--- src/dmamc_top.sv ---
/*
 * Constants package and top of the DMA channel mode and acknowledge control.
 * Holds the band control register (mode, addressing, acknowledge and
 * transfer-enable bits), per-sub-channel activation factors, transfer
 * sequencing, source clearing and interrupt forwarding.
 * Assumes an AHB-Lite master on clk_sys, peripheral interrupt flags and the
 * transfer engine on clk_sys, and request pins from outside.
 */
// Operation
// - Bits 15, 14 pick full (1) or short (0) address mode, channels 1, 0.
// - In short address mode, A and B sub-channels run as independent channels.
// - Bits 13, 12 pick single (1) or dual (0) addressing, B of channels 1, 0.
// - In full address mode the single-address bit of that channel has no effect.
// - Bits 11..8 are acknowledge bits for 1B, 1A, 0B, 0A; reset value 0.
// - Enable and acknowledge both set: transfer clears the selected internal source.
// - Enable and acknowledge both set: source raises no processor interrupt.
// - Enable set, acknowledge clear: source stays set and may interrupt too.
// - Enable clear: source request passes through regardless of acknowledge.
// - Enable set: wait for selected activation and transfer when it arrives.
// - Four-bit factor per sub-channel picks its activation source.

package dmamc_pkg;
    localparam int          NSUB       = 4;
    localparam int          NSRC       = 16;
    localparam int          FW         = 4;
    localparam logic [7:0]  OFS_BAND   = 8'h00;
    localparam logic [7:0]  OFS_FACTOR = 8'h04;
    localparam logic [7:0]  OFS_STAT   = 8'h08;
    localparam logic [7:0]  OFS_MASK   = 8'h0C;
    localparam int          BIT_FULL_ADDR_SEL_CH0   = 14;
    localparam int          BIT_SINGLE_ADDR_SEL_CH0B   = 12;
    localparam int          BIT_ACK0   = 8;
    localparam int          BIT_TEN0   = 4;
    localparam logic [15:0] BAND_RST   = 16'h0000;
    localparam logic [15:0] BAND_WMASK = 16'hFFF0;
    localparam logic [15:0] FACTOR_RST = 16'h0000;
    localparam logic [3:0]  FAC_PIN_EDGE  = 4'h2;
    localparam logic [3:0]  FAC_PIN_LEVEL = 4'h3;
    localparam logic [3:0]  FAC_ADC       = 4'h1;
    localparam logic [3:0]  FAC_INT_LO    = 4'h4;
    localparam logic [3:0]  FAC_INT_HI    = 4'hD;
    localparam logic [1:0]  HTRANS_NONSEQ = 2'b10;

    // Factor codes that name an on-chip interrupt source
    function automatic logic is_internal(input logic [3:0] f);
        is_internal = (f == FAC_ADC) || (f >= FAC_INT_LO && f <= FAC_INT_HI);
    endfunction : is_internal
endpackage : dmamc_pkg

`timescale 1ns/10ps

module dmamc_top (
    input  wire logic        clk_sys,
    input  wire logic        rstn,
    input  wire logic        ce,
    input  wire logic        hsel,
    input  wire logic [31:0] haddr,
    input  wire logic [1:0]  htrans,
    input  wire logic        hwrite,
    input  wire logic [2:0]  hsize,
    input  wire logic [31:0] hwdata,
    input  wire logic        hready,
    output logic      [31:0] hrdata,
    output logic             hreadyout,
    output logic             hresp,
    input  wire logic [15:0] src_req,
    input  wire logic [3:0]  dreq_n,
    input  wire logic [3:0]  xfer_done,
    output logic      [3:0]  xfer_req,
    output logic      [15:0] src_clr,
    output logic      [15:0] irq_fwd,
    output logic      [1:0]  full_addr,
    output logic      [1:0]  single_addr,
    output logic             irq
);

    logic [15:0] band_r;
    logic [15:0] factor_r;
    logic [3:0]  stat_r;
    logic [3:0]  mask_r;
    logic [31:0] hrdata_r;
    logic        hreadyout_r;
    logic        wr_pend_r;
    logic [7:0]  wr_addr_r;
    logic [15:0] src_clr_r;
    logic [15:0] irq_fwd_r;
    logic [1:0]  full_addr_r;
    logic [1:0]  single_addr_r;
    logic        irq_r;
    logic [3:0]  dreq_s;
    logic [3:0]  dreq_prev_r;
    logic [3:0]  act;
    logic [3:0]  busy;
    logic [3:0]  fin;
    logic [3:0]  ten;
    logic [3:0]  ack;
    logic [15:0] supp;
    logic [15:0] clr_nxt;
    logic        addr_ok;

    function automatic logic [3:0] fac_of(input logic [15:0] fr, input int s);
        fac_of = fr[s*dmamc_pkg::FW +: dmamc_pkg::FW];
    endfunction : fac_of

    // ----------------------------------------------------------------
    // AHB-Lite slave, zero wait states, always OKAY
    // ----------------------------------------------------------------
    assign addr_ok = hsel && hready && (htrans == dmamc_pkg::HTRANS_NONSEQ);

    always_ff @(posedge clk_sys or negedge rstn) begin
        if (!rstn) begin
            hreadyout_r <= 1'b0;
            wr_pend_r   <= 1'b0;
            wr_addr_r   <= 8'h00;
            hrdata_r    <= 32'h0000_0000;
        end else if (ce) begin
            hreadyout_r <= 1'b1;
            wr_pend_r   <= addr_ok && hwrite;
            wr_addr_r   <= haddr[7:0];
            if (addr_ok && !hwrite) begin
                case (haddr[7:0])
                    dmamc_pkg::OFS_BAND:   hrdata_r <= {16'h0000, band_r};
                    dmamc_pkg::OFS_FACTOR: hrdata_r <= {16'h0000, factor_r};
                    dmamc_pkg::OFS_STAT:   hrdata_r <= {28'h0000000, stat_r};
                    dmamc_pkg::OFS_MASK:   hrdata_r <= {28'h0000000, mask_r};
                    default:               hrdata_r <= 32'h0000_0000;
                endcase
            end
        end
    end

    // Band control: mode, addressing, acknowledge, transfer enable
    always_ff @(posedge clk_sys or negedge rstn) begin
        if (!rstn) begin
            band_r <= dmamc_pkg::BAND_RST;
        end else if (ce) begin
            if (wr_pend_r && wr_addr_r == dmamc_pkg::OFS_BAND) begin
                band_r <= hwdata[15:0] & dmamc_pkg::BAND_WMASK;
            end
        end
    end

    always_ff @(posedge clk_sys or negedge rstn) begin
        if (!rstn) begin
            factor_r <= dmamc_pkg::FACTOR_RST;
        end else if (ce) begin
            if (wr_pend_r && wr_addr_r == dmamc_pkg::OFS_FACTOR) begin
                factor_r <= hwdata[15:0];
            end
        end
    end

    // ----------------------------------------------------------------
    // Interrupt: sticky transfer-end status, write one to clear
    // ----------------------------------------------------------------
    always_ff @(posedge clk_sys or negedge rstn) begin
        if (!rstn) begin
            mask_r <= 4'h0;
            stat_r <= 4'h0;
            irq_r  <= 1'b0;
        end else if (ce) begin
            if (wr_pend_r && wr_addr_r == dmamc_pkg::OFS_MASK) begin
                mask_r <= hwdata[3:0];
            end
            // A completion in the clearing cycle survives the clear
            if (wr_pend_r && wr_addr_r == dmamc_pkg::OFS_STAT) begin
                stat_r <= (stat_r & ~hwdata[3:0]) | fin;
            end else begin
                stat_r <= stat_r | fin;
            end
            irq_r <= |(stat_r & mask_r);
        end
    end

    // ----------------------------------------------------------------
    // Activation and sub-channel sequencers
    // ----------------------------------------------------------------
    dmamc_sync2 #(
        .WIDTH (4)
    ) u_sync (
        .clk_sys   (clk_sys),
        .rstn      (rstn),
        .ce        (ce),
        .async_in  (dreq_n),
        .reset_val (4'hF),
        .sync_out  (dreq_s)
    );

    always_ff @(posedge clk_sys or negedge rstn) begin
        if (!rstn) begin
            dreq_prev_r <= 4'hF;
        end else if (ce) begin
            dreq_prev_r <= dreq_s;
        end
    end

    // Sub-channel s: 0 = 0A, 1 = 0B, 2 = 1A, 3 = 1B
    always_comb begin
        for (int s = 0; s < dmamc_pkg::NSUB; s++) begin
            logic [3:0] f;
            f      = fac_of(factor_r, s);
            ten[s] = band_r[dmamc_pkg::BIT_TEN0 + s];
            ack[s] = band_r[dmamc_pkg::BIT_ACK0 + s];
            if (dmamc_pkg::is_internal(f)) begin
                act[s] = src_req[f];
            end else if (f == dmamc_pkg::FAC_PIN_EDGE) begin
                act[s] = dreq_prev_r[s] && !dreq_s[s];
            end else if (f == dmamc_pkg::FAC_PIN_LEVEL) begin
                act[s] = !dreq_s[s];
            end else begin
                act[s] = 1'b0;
            end
            // B runs on its own only in short address mode
            if (s[0] && band_r[dmamc_pkg::BIT_FULL_ADDR_SEL_CH0 + s/2]) begin
                act[s] = 1'b0;
            end
        end
    end

    for (genvar g = 0; g < dmamc_pkg::NSUB; g++) begin : g_sub
        dmamc_sub u_sub (
            .clk_sys (clk_sys),
            .rstn    (rstn),
            .ce      (ce),
            .enable  (ten[g]),
            .act     (act[g]),
            .done    (xfer_done[g]),
            .req     (xfer_req[g]),
            .busy    (busy[g]),
            .fin     (fin[g])
        );
    end

    // ----------------------------------------------------------------
    // Source clearing and interrupt forwarding
    // ----------------------------------------------------------------
    always_comb begin
        supp    = 16'h0000;
        clr_nxt = 16'h0000;
        for (int s = 0; s < dmamc_pkg::NSUB; s++) begin
            logic [3:0] f;
            f = fac_of(factor_r, s);
            if (dmamc_pkg::is_internal(f) && ten[s] && ack[s]) begin
                supp[f] = 1'b1;
                if (busy[s] && xfer_done[s]) begin
                    clr_nxt[f] = 1'b1;
                end
            end
        end
    end

    always_ff @(posedge clk_sys or negedge rstn) begin
        if (!rstn) begin
            src_clr_r <= 16'h0000;
            irq_fwd_r <= 16'h0000;
        end else if (ce) begin
            src_clr_r <= clr_nxt;
            irq_fwd_r <= src_req & ~supp;
        end
    end

    always_ff @(posedge clk_sys or negedge rstn) begin
        if (!rstn) begin
            full_addr_r   <= 2'b00;
            single_addr_r <= 2'b00;
        end else if (ce) begin
            for (int c = 0; c < 2; c++) begin
                full_addr_r[c]   <= band_r[dmamc_pkg::BIT_FULL_ADDR_SEL_CH0 + c];
                single_addr_r[c] <= band_r[dmamc_pkg::BIT_SINGLE_ADDR_SEL_CH0B + c]
                                    && !band_r[dmamc_pkg::BIT_FULL_ADDR_SEL_CH0 + c];
            end
        end
    end

    assign hrdata      = hrdata_r;
    assign hreadyout   = hreadyout_r;
    assign hresp       = 1'b0;
    assign src_clr     = src_clr_r;
    assign irq_fwd     = irq_fwd_r;
    assign full_addr   = full_addr_r;
    assign single_addr = single_addr_r;
    assign irq         = irq_r;
endmodule : dmamc_top

--- src/dmamc_sync2.sv ---
/*
 * Two-flop synchroniser for asynchronous level inputs.
 * Assumes the inputs come from pins outside the clk_sys domain.
 */
`timescale 1ns/10ps

module dmamc_sync2 #(
    parameter int WIDTH = 4
) (
    input  wire logic             clk_sys,
    input  wire logic             rstn,
    input  wire logic             ce,
    input  wire logic [WIDTH-1:0] async_in,
    input  wire logic [WIDTH-1:0] reset_val,
    output logic      [WIDTH-1:0] sync_out
);

    logic [WIDTH-1:0] meta_r;
    logic [WIDTH-1:0] sync_r;
    logic             seeded_r;

    // Pins idle high; both flops start high so no false edge after reset
    always_ff @(posedge clk_sys or negedge rstn) begin
        if (!rstn) begin
            meta_r <= '1;
            sync_r <= '1;
        end else if (ce) begin
            meta_r <= async_in;
            sync_r <= meta_r;
        end
    end

    // Output shows reset_val under reset and until the first enabled clock after release
    always_ff @(posedge clk_sys or negedge rstn) begin
        if (!rstn) begin
            seeded_r <= 1'b0;
        end else if (ce) begin
            seeded_r <= 1'b1;
        end
    end

    assign sync_out = seeded_r ? sync_r : reset_val;

endmodule : dmamc_sync2

--- src/dmamc_sub.sv ---
/*
 * Sequencer of one DMA sub-channel: waits for its activation, issues one
 * transfer request, waits for the engine to finish, then lets the source
 * settle for one cycle before it may fire again.
 * Assumes done comes from the transfer engine on clk_sys.
 */
`timescale 1ns/10ps

module dmamc_sub (
    input  wire logic clk_sys,
    input  wire logic rstn,
    input  wire logic ce,
    input  wire logic enable,
    input  wire logic act,
    input  wire logic done,
    output logic      req,
    output logic      busy,
    output logic      fin
);

    typedef enum logic [2:0] {
        DMAMC_IDLE  = 3'b001,
        DMAMC_BUSY  = 3'b010,
        DMAMC_RECOV = 3'b100
    } dmamc_sub_st_t;

    dmamc_sub_st_t st_r;
    logic          req_r;
    logic          fin_r;

    // --------------------------------------------------------------
    // Sequencer
    // --------------------------------------------------------------
    always_ff @(posedge clk_sys or negedge rstn) begin
        if (!rstn) begin
            st_r  <= DMAMC_IDLE;
            req_r <= 1'b0;
            fin_r <= 1'b0;
        end else if (ce) begin
            req_r <= 1'b0;
            fin_r <= 1'b0;
            case (st_r)
                DMAMC_IDLE: begin
                    if (enable && act) begin
                        st_r  <= DMAMC_BUSY;
                        req_r <= 1'b1;
                    end
                end
                DMAMC_BUSY: begin
                    if (done) begin
                        st_r  <= DMAMC_RECOV;
                        fin_r <= 1'b1;
                    end else if (!enable) begin
                        st_r <= DMAMC_IDLE;
                    end
                end
                // One cycle lets a cleared source flag drop before re-arming
                DMAMC_RECOV: begin
                    st_r <= DMAMC_IDLE;
                end
                default: begin
                    st_r <= DMAMC_IDLE;
                end
            endcase
        end
    end

    assign req  = req_r;
    assign fin  = fin_r;
    assign busy = (st_r == DMAMC_BUSY);
endmodule : dmamc_sub

--- config.mk ---
export PLATFORM = sky130hd
export DESIGN_NAME = dmamc_top
export DESIGN_NICKNAME = d
export VERILOG_FILES = /design/src/dmamc_top.sv /design/src/dmamc_sync2.sv /design/src/dmamc_sub.sv
export SDC_FILE = /design/constraint.sdc
export NUM_CORES = 1
export LEC_CHECK = 0
export BUFFER_PORTS_ARGS = -buffer_cell sky130_fd_sc_hd__buf_2
export CAP_MARGIN = 10
export CORE_ASPECT_RATIO = 0.5
export CORE_UTILIZATION = 50
export CTS_BUF_LIST = sky130_fd_sc_hd__clkbuf_2 sky130_fd_sc_hd__clkbuf_4 sky130_fd_sc_hd__clkbuf_8
export DETAILED_ROUTE_END_ITERATION = 7
export GPL_ROUTABILITY_DRIVEN = 0
export HOLD_SLACK_MARGIN = 0.15
export PLACE_DENSITY = 0.79
export SYNTH_ARGS = -nofsm -noshare
export SYNTH_HDL_FRONTEND = slang
export SYNTH_SLANG_ARGS = --single-unit
--- constraint.sdc ---
create_clock -name clk_sys -period 1.8 [get_ports clk_sys]
set_clock_uncertainty 0.05 [all_clocks]
set_input_delay 0.09 -clock clk_sys [delete_from_list [all_inputs] [get_ports clk_sys]]
set_output_delay 0.09 -clock clk_sys [all_outputs]
set_load 0.02 [all_outputs]
==> out/results.ini, run 1 <==
[placement]
dp_hpwl_um=15000
io_buffers=113
place_ws_ns=-0.256

[grt]
grt_max_degree=98
grt_pass1_wl_um=35100
grt_pass1_vias=6374
grt_overflow=0
grtUsageTotal_pct=32.2
antenna_found_initial=0

[synthesis]
ys_ff_latch=131
synth.top_cells.by_area=dfrtp_1 (41%), mux2_2 (9.6%), dfstp_2 (6.1%)
ys_seq_area_share_pct=47.5
synth_edf_count=0
avgSynthCellArea_um2=10.3
synth_top_area_share_pct=41.4
synth_cells=675
async_reset_ff_share_pct=100
yosys_most_used_dff=dfrtp_1
yosysWarnings=0
yosysTopAreaCell=dfrtp_1
ys_top_cells_by_count=dfrtp_1 (115), mux2_2 (59), nand2_1 (56)
synth_most_common_cell=dfrtp_1
netlist_area_um2=6950
synth_cell_types=66

[sta]
tightest_slew_ns=0.568
min_period_ns=1.91
slew_violations=0
setup_ws_ns=-0.108
fmax_mhz=524
max-slew-margin-rel_pct=62.1
hold_viol_final=0
min_period_over_period_pct=106
setup_violations=18
rsz0062_at_grt=true

[floorplanning]
io_pins=174
initial_utilization_pct=51.3
core_area_um2=13600
chipWidth_um=169
dieArea_um2=14400
die_h_um=85.3
placementRows=30

[route]
drtAntennaViolNets=0
routed_wl_um=25500
firstDrtPassIters=8
routedWlPerCell_um=22.7
drtIter0Drc=1338
via_per_inst=6.30
route.detailed.drc=131
vias=7094

[clocking]
h-tree-depth=4
cts_root_buffer=clkbuf_8
clk_path_buf_depth=2
numCtsBuffers=17
clk_pin_slew_ns=0.09
cts_tree=built
cts.sinks=131
clk_latency_ns=0.46

[worst_hold_path]
worstHoldPathType=in2reg
min_path_cells=4

[cells_and_area]
drive_above_1_share_pct=42.4
diodes=0
nets=1020
area_growth_pct=39.3

[power_and_ir_drop]
vdd_ir_drop_max_v=0.000323
power.share.clock_pct=39.5
p_per_area_nw_per_um2=681
pwr-share-comb_pct=12.3
p_seq_share_pct=48.1
switching_share_pct=27.8
power.internal_w=0.00476
finalPower_w=0.00659
p_leak_nw=4.33
p_sw_w=0.00183

[worst_setup_path]
worst-r2r-cell-count=5
cp_data_arrival_time_ns=2.19
crit_path_start_kind=flop
worstPathMaxFanout=8
cp_data_required_time_ns=2.08
crit_type=reg2reg
critPathCaptureType=flop

[run]
max_cap_violations=0

[outcome]
status=finished with violations
violations=DRC, setup timing

[worst paths after layout]
| kind | end | slack, ns | from |
|---|---|---|---|
| min | hrdata[2] | 0.07 | haddr[5] |
| max | irq_fwd[10] | -0.11 | factor_r[10] |
| max reg2reg | irq_fwd[10] | -0.11 | factor_r[10] |
| max in group asynchronous | g_sub[0].u_sub.st_r[0] | 0.34 | rstn |
| min in group asynchronous | hrdata[12] | 0.65 | rstn |
| min reg2reg | g_sub[1].u_sub.req | 0.44 | g_sub[1].u_sub.req |
[through the flow]
step	utilization [%]	cells	hold WS [ns]	cell area, µm²	TNS [ns]
6_report	71.4	1126	0.0658	9680	-0.920
2_1_floorplan	-	691	-0.256	7040	-0.0644
3_3_place_gp	61.3	1027	0.0430	8300	-3.11
4_1_cts	68.8	1115	0.216	9320	0
5_1_grt	71.4	1126	0.0987	9680	-2.16
3_5_place_dp	61.3	1027	0.0599	8300	-4.21
[placed cells by master (no fill, tap or decap), drive strengths merged, types with 5 or more instances in the layout]
cell and n:
o2bb2ai 6, nand3b 5, dlygate4sd3 55, nor2 37, nand3 17, inv 30, a31oi 8, nand2b 11
dfstp 16, a21oi 10, mux2i 25, o22ai 14, nand2 56, clkinv 6, mux4 7, and3 5
or4 5, nor3 14, o21ai 45, a22oi 10, clkbuf 20, nor4bb 6, dfrtp 115, o32ai 5
conb 17, o211ai 5, mux2 59, nor2b 16, nand4 13, buf 221
[power by group through the flow]
stage / Combinational, W / Clock [W] / Sequential [W]
after floorplan: 0.000307 / 0 / 0.00326
after global placement: 0.000649 / 0 / 0.00321
after detailed placement: 0.000667 / 0 / 0.00322
after CTS: 0.000764 / 0.00259 / 0.00316
after global routing: 0.000861 / 0.00275 / 0.00318
final: 0.000814 / 0.00261 / 0.00317
[cells by family (layout without fill, tap and decap cells)]
logic type	count (synthesis)	count (layout)	synth area share, %
AND/OR/NAND/NOR	215	215	16.7
other	1	17	0.0540
flip-flops	131	131	47.5
buffers and inverters	93	336	6.38
XOR/XNOR	3	3	0.378
multiplexers	91	91	15.4
AO/OA/AOI/OAI	141	141	13.6
[layout make-up]
class	count	area, µm²
clock buffer	20	269
clock inverter	12	130
fill	870	3870
inverter	28	108
multi-input combinational	467	3590
sequential	131	3310
tap	192	240
timing repair buffer	276	2030
[repair_timing]
item	CTS	global route
endpoints found under the hold margin	202	4
buffers inserted	2	9
pin swaps	3	17
hold buffers	54	2
cloned	0	1
setup endpoints to repair	33	44
resized for setup	15	64
[sequential cells by signal, summed over array words and instances, names as in the netlist, 8 cells and up]
| register | count |
|---|---|
| g_sub.u_sub.st_r | 12 |
| band_r | 12 |
| src_clr | 16 |
| irq_fwd | 16 |
| hrdata | 16 |
| wr_addr_r | 8 |
| factor_r | 16 |
[critical path, stage by stage (launching register included)]
cell and delay, ns:
dfrtp_2 0.50, xor2_2 0.22, nand4b_1 0.31, or3_1 0.45
o2111ai_1 0.14, o2bb2ai_1 0.11
[metal layers]
layer | track usage (%) | up-vias | wire, µm
li1 | - | 2927 | -
met1 | 43.0 | 3341 | 9640
met2 | 45.6 | 621 | 10700
met3 | 12.3 | 205 | 3540
met4 | 16.3 | 0 | 1690
met5 | 2.68 | - | 0
No activity file was read; power rests on OpenSTA's default activity.
==> run 2: changes to the inputs <==
--- a/config.mk
+++ b/config.mk
@@ -14,6 +14,8 @@
 export GPL_ROUTABILITY_DRIVEN = 0
 export HOLD_SLACK_MARGIN = 0.15
 export PLACE_DENSITY = 0.79
+export RECOVER_POWER = 25
 export SYNTH_ARGS = -nofsm -noshare
 export SYNTH_HDL_FRONTEND = slang
+export SYNTH_HIERARCHICAL = 1
 export SYNTH_SLANG_ARGS = --single-unit
==> run 2 against run 1 <==
Compared with the run above: the flow finishes with violations (setup timing); critical path depth grew 2; clock-buffer cell count shrank 1; maximum frequency fell by 8.3%; sequential share of layout area shrank 0.66 points; cell count fell by 1.7%; sequential power increased by 1%; global-route usage is 1.6 points lower; first-iteration DRC count fell by 28%; area after synthesis up 1.7%; design area rose by 2.7%; critical path type unchanged; critical endpoint is now g_sub[1].u_sub/req; largest cell class unchanged; largest power group unchanged.
==> out/results.ini, run 2 <==
[sta]
setup_ws_ns=-0.280  ; -0.172 ns
fmax_mhz=481  ; -8.3%
min_period_ns=2.08  ; +0.172 ns
tightest_slew_ns=0.630  ; +0.0619 ns
hold-worst-slack_ns=0.151  ; +0.0851 ns
max-slew-margin-rel_pct=58.0  ; -4.1 points
setup_violations=55  ; +37
slew_violations=0  ; unchanged
min_period_over_period_pct=116  ; +9.6 points
hold_viol_final=0  ; unchanged
rsz0062_at_grt=true

[worst_setup_path]
worst-r2r-cell-count=7  ; +2
reg2reg_to=g_sub[1].u_sub/req
crit_path_start_kind=flop
worstPathMaxFanout=5  ; -3
rr_startpoint=factor_r[4]
reg2reg_slack_ns=-0.28  ; -0.17 ns
cp_data_arrival_time_ns=2.38  ; +0.19 ns
cp_data_required_time_ns=2.10  ; +0.02 ns
critPathCaptureType=flop
crit_type=reg2reg

[route]
via_per_inst=6.24  ; -0.88%
vias=6913  ; -2.6%
drtIter0Drc=967  ; -28%
firstDrtPassIters=7  ; -1
routedWlPerCell_um=22.4  ; -1.3%
route.detailed.drc=0  ; -100%
routed_wl_um=24800  ; -3.0%
drtAntennaViolNets=0  ; unchanged

[outcome]
status=finished with violations
violations=setup timing

[grt]
grt_max_degree=78  ; -20%
grt_overflow=0  ; unchanged
grt_pass1_vias=6265  ; -1.7%
antenna_found_initial=0  ; unchanged
grt_pass1_wl_um=33700  ; -3.8%
grtUsageTotal_pct=30.7  ; -1.6 points

[synthesis]
ys_top_cells_by_count=dfrtp_1 (116), mux2_2 (59), o21ai_0 (42)
synth_edf_count=0  ; unchanged
synth_most_common_cell=dfrtp_1
synth_top_area_share_pct=41.1  ; -0.32 points
synth_cell_types=67  ; +1.5%
ys_ff_latch=132  ; +0.76%
synth.top_cells.by_area=dfrtp_1 (41%), mux2_2 (9.4%), dfstp_2 (6.0%)
async_reset_ff_share_pct=100  ; unchanged
yosysTopAreaCell=dfrtp_1
avgSynthCellArea_um2=10.7  ; +4.3%
netlist_area_um2=7060  ; +1.7%
synth_cells=658  ; -2.5%
yosys_most_used_dff=dfrtp_1
ys_seq_area_share_pct=47.1  ; -0.42 points
yosysWarnings=6  ; +6

[cells_and_area]
diodes=0  ; unchanged
instances_no_fill=1107  ; -1.7%
layout_common_cells=buf_2 (111), dfrtp_1 (108), buf_4 (81)
layout_commonest_cell=buf_2
drive_above_1_share_pct=47.7  ; +5.3 points
n_fill_cell=872  ; +0.23%
area_growth_pct=40.8
nets=1001  ; -1.9%

[worst_hold_path]
worstHoldPathType=in2reg
min_path_cells=3  ; -1
hold_end=src_clr[7]
hp-start=ce

[floorplanning]
core_area_um2=13700  ; +0.83%
initial_utilization_pct=51.7  ; +0.42 points
io_pins=174  ; unchanged
die_h_um=86.0  ; +0.81%
dieArea_um2=14600  ; +1.6%
chipWidth_um=170  ; +0.82%
placementRows=30  ; unchanged

[power_and_ir_drop]
p_leak_nw=4.51  ; +4.2%
vdd_ir_drop_max_v=0.000336  ; +4.3%
p_per_area_nw_per_um2=701  ; +2.9%

[placement]
io_buffers=113  ; unchanged
dp_hpwl_um=14700  ; -2.3%
dp_cells=1008  ; -1.9%
place_ws_ns=-0.448  ; -0.192 ns

[clocking]
clk_latency_ns=0.47  ; about the same
clk_path_buf_depth=2  ; unchanged
cts.sinks=132  ; +0.76%
cts_root_buffer=clkbuf_8
h-tree-depth=4  ; unchanged
clk_pin_slew_ns=0.08  ; about the same
numCtsBuffers=17  ; unchanged
cts_tree=built

[run]
max_cap_violations=0  ; unchanged

==> run 2: layout make-up <==
type / instances / area, µm² / area share (%)
flip-flops and latches: 132 / 3330 / 33.5
multi-input cells: 463 / 3850 / 38.8
repair buffers: 261 / 1960 / 19.7
clock inverters: 13 / 194 / 1.95
clock buffers: 19 / 262 / 2.63
well taps: 192 / 240 / 2.42
inverters: 27 / 101 / 1.02
==> run 2: critical path, stage by stage, from the launching register on <==
cell       delay [ns]
dfrtp_2          0.43
mux2_2           0.35
o311ai_1         0.30
a2111oi_0        0.14
or3_1            0.34
nand4b_1         0.12
nor3_2           0.06
a21o_2           0.18
==> run 2: cells by family after synthesis <==
kind of cell           Yosys count  synth area share, %
and+or+nand+nor                221                 18.2
buffers and inverters           82                 5.78
other                            2                0.106
muxes                           97                 17.0
AOI/OAI and AO/OA              124                 11.9
DFF                            132                 47.1
==> run 2: what timing repair did <==
item / CTS / global route
pin swaps: 19 / 23
gates resized for setup: 50 / 68
endpoints found under the hold margin: 221 / 0
endpoints found under the setup margin: 58 / 65
buffers inserted: 4 / 18
gates cloned: 1 / 0
hold buffers: 47 / 0
==> run 2: layer usage <==
layer / global-route usage [%] / vias up / wire, µm
met5: 0 / - / 0
met4: 12.3 / 0 / 1420
met3: 9.23 / 173 / 3110
met2: 43.4 / 606 / 10300
met1: 43.8 / 3252 / 9910
li1: - / 2882 / -
==> run 2: worst max-delay path by stage <==
stage,startpoint,end,cells after the start
after detailed placement,g_sub[2].u_sub/st_r[0],src_clr[1],7
final,factor_r[4],g_sub[1].u_sub/req,7
after CTS,factor_r[4],g_sub[1].u_sub/req,7
after global routing,factor_r[4],g_sub[1].u_sub/st_r[1],8
after global placement,g_sub[2].u_sub/st_r[0],src_clr[1],7
after floorplan,factor_r[4],g_sub[1].u_sub/req,8
==> run 2: metrics by stage <==
step | total power, W | setup TNS (ns) | area [µm²] | util (%)
final | 0.00697 | -4.80 | 9940 | 72.7
after CTS | 0.00692 | -2.99 | 9530 | 69.7
after floorplan | 0.00365 | -0.310 | 7170 | -
after global routing | 0.00719 | -8.41 | 9940 | 72.7
after global placement | 0.00394 | -4.57 | 8340 | 61.0
after detailed placement | 0.00396 | -4.82 | 8340 | 61.0
==> run 2: power by group <==
| group | internal [W] | switching [W] |
|---|---|---|
| Sequential | 0.00312 | 0.0000897 |
| Combinational | 0.000388 | 0.000451 |
| Clock | 0.00161 | 0.00131 |
==> run 3: changes to the inputs <==
--- a/config.mk
+++ b/config.mk
@@ -8,6 +8,7 @@
 export BUFFER_PORTS_ARGS = -buffer_cell sky130_fd_sc_hd__buf_2
 export CAP_MARGIN = 10
 export CORE_ASPECT_RATIO = 0.5
+export CORE_MARGIN = 3
 export CORE_UTILIZATION = 50
 export CTS_BUF_LIST = sky130_fd_sc_hd__clkbuf_2 sky130_fd_sc_hd__clkbuf_4 sky130_fd_sc_hd__clkbuf_8
 export DETAILED_ROUTE_END_ITERATION = 7
@@ -15,6 +16,7 @@
 export HOLD_SLACK_MARGIN = 0.15
 export PLACE_DENSITY = 0.79
 export RECOVER_POWER = 25
+export SKIP_CTS_REPAIR_TIMING = 1
 export SYNTH_ARGS = -nofsm -noshare
 export SYNTH_HDL_FRONTEND = slang
 export SYNTH_HIERARCHICAL = 1
==> constraint.sdc (replaced) <==
create_clock -name clk_sys -period 1.8 [get_ports clk_sys]
set_clock_uncertainty 0.05 [all_clocks]
set_input_delay 0.09 -clock clk_sys [delete_from_list [all_inputs] [get_ports clk_sys]]
set_output_delay 0.09 -clock clk_sys [all_outputs]
set_load 0.1 [all_outputs]
==> run 3 against run 2 <==
Compared with the run above: the run ends with DRC, setup timing left; global-route usage down 4.4 points; clock power down 7.5%; sequential power about the same; register-to-register slack worse by 0.07 ns; via count up 3.8%; hold slack better by 0.028 ns; critical path depth up 1; clock-buffer cell count up 2; design area down 0.38%; sequential share of layout area up 0.10 points; critical endpoint unchanged; largest cell class unchanged.
==> out/results.ini, run 3 (synthesis gave the netlist of run 2 again) <==
[grt]
grt_pass1_vias=5898  ; -5.9%
antenna_found_initial=0  ; unchanged
grt_overflow=0  ; unchanged
grtUsageTotal_pct=26.3  ; -4.4 points
grt_pass1_wl_um=32500  ; -3.6%
grt_max_degree=63  ; -19%

[cells_and_area]
diodes=0  ; unchanged
layout_common_cells=buf_2 (111), dfrtp_1 (110), buf_4 (82)
layout_commonest_cell=buf_2
n_fill_cell=782  ; -10%
area_growth_pct=40.2
nets=1008  ; +0.70%
drive_above_1_share_pct=45.6  ; -2.1 points
stdcell_area_um2=9900  ; -0.38%
fin_util_pct=75.0  ; +2.2 points
instances_no_fill=1108  ; +0.090%

[clocking]
clk_pin_slew_ns=0.08  ; about the same
clk_path_buf_depth=2  ; unchanged
cts.sinks=132  ; unchanged
numCtsBuffers=17  ; unchanged
cts_root_buffer=clkbuf_8
cts_tree=built
clk_latency_ns=0.45  ; -0.02 ns
h-tree-depth=4  ; unchanged

[placement]
io_buffers=113  ; unchanged
dp_hpwl_um=15200  ; +3.6%
dp_cells=999  ; -0.89%
placed_cell_area_um2=8310  ; -0.36%

[floorplanning]
die_h_um=90.0  ; +4.6%
dieArea_um2=15700  ; +7.1%
initial_utilization_pct=53.5  ; +1.8 points
placementRows=29  ; -3.3%
io_pins=174  ; unchanged
chipWidth_um=174  ; +2.4%
core_area_um2=13200  ; -3.3%

[sta]
min_period_ns=2.15  ; +0.0720 ns
rsz0062_at_grt=true
setup_violations=57  ; +3.6%
min_period_over_period_pct=120  ; +4.0 points
slew_violations=0  ; unchanged
hold_viol_final=0  ; unchanged
max-slew-margin-rel_pct=43.3  ; -15 points
setup_ws_ns=-0.352  ; -0.0720 ns
tightest_slew_ns=0.850  ; +0.220 ns
tns_ns=-5.54  ; -0.738 ns
fmax_mhz=465  ; -3.3%

[worst_setup_path]
crit_path_start_kind=flop
cp_cell_sequence=buf_6, buf_4, a2111oi_4, nor3_2, or3_1, nand4b_1, nor3_2, a21o_2
worstPathMaxFanout=5  ; unchanged
cp_data_required_time_ns=2.09  ; about the same
crit_type=reg2reg
critPathMaxStageDelay_ns=0.44  ; about the same
slowest_stage=dfrtp_1
cp_data_arrival_time_ns=2.44  ; +0.06 ns
cp_top_family=simple AND/OR/NAND/NOR gates
cpMostUsedCell=nor3_2
cp_num_buf_inv=2  ; +2
critPathCaptureType=flop

[route]
routedWlPerCell_um=23.7  ; +5.7%
drtIter0Drc=1327  ; +37%
drtAntennaViolNets=0  ; unchanged
routed_wl_um=26200  ; +5.8%
firstDrtPassIters=8  ; +1
via_per_inst=6.48  ; +3.7%
vias=7177  ; +3.8%
route.detailed.drc=58  ; +58

[run]
max_cap_violations=0  ; unchanged

[worst_hold_path]
worstHoldPathType=in2reg

[power_and_ir_drop]
vdd_ir_drop_max_v=0.000443  ; +32%
p_leak_nw=4.44  ; -1.5%
p_per_area_nw_per_um2=730  ; +4.2%
finalPower_w=0.00723  ; +3.8%

[outcome]
violations=DRC, setup timing
status=finished with violations

## run 3: changes by cell type in the layout (fill, tap and decap cells not counted), sizes merged
cell and change:
buf -1, bufinv -1, clkbuf +7, clkinv -1
clkinvlp +2, dlygate4sd3 +3, inv -2
## run 3: worst register-to-register path: stages (launching register included)
cell	delay (ns)
dfrtp_1	0.44
buf_6	0.16
buf_4	0.15
a2111oi_4	0.34
nor3_2	0.10
or3_1	0.41
nand4b_1	0.13
nor3_2	0.07
a21o_2	0.18
## run 3: path summary, 6_finish.rpt
path	from	end	slack (ns)	cells past startpoint
worst min register to register	hreadyout	hreadyout	0.42	1
worst min-delay path	src_req[4]	irq_fwd[4]	0.18	4
min in group asynchronous	rstn	band_r[9]	0.73	3
max in group asynchronous	rstn	factor_r[8]	0.05	4
worst max-delay path	factor_r[4]	g_sub[1].u_sub/req	-0.35	8
worst max register to register	factor_r[4]	g_sub[1].u_sub/req	-0.35	8
## run 3: through the flow
step	setup WS, ns	hold WS [ns]
3_5_place_dp	-0.449	0.00493
4_1_cts	-0.465	-0.483
5_1_grt	-0.420	0.157
6_report	-0.352	0.179
3_3_place_gp	-0.374	-0.000714
2_1_floorplan	-0.158	-0.256
## run 3: layer usage
| layer | track usage [%] | part of all wire [%] |
|---|---|---|
| met1 | 38.2 | 38 |
| met2 | 37.6 | 41 |
| met3 | 7.95 | 14 |
| met4 | 8.36 | 7.3 |
| met5 | 0 | 0 |
## run 3: cell type report
| type | count | area (µm²) | area share [%] |
|---|---|---|---|
| well taps | 186 | 233 | 2.35 |
| clock buffers | 21 | 277 | 2.79 |
| clock inverters | 11 | 149 | 1.50 |
| multi-input cells | 463 | 3840 | 38.7 |
| flip-flops and latches | 132 | 3330 | 33.6 |
| inverters | 27 | 101 | 1.02 |
| repair buffers | 268 | 1980 | 20.0 |
## run 3: power breakdown
group / total [W] / internal (W) / leakage [nW] / switching [W]
Combinational: 0.00132 / 0.000380 / 2.54 / 0.000938
Clock: 0.00270 / 0.00148 / 0.210 / 0.00122
Sequential: 0.00322 / 0.00312 / 1.69 / 0.0000989
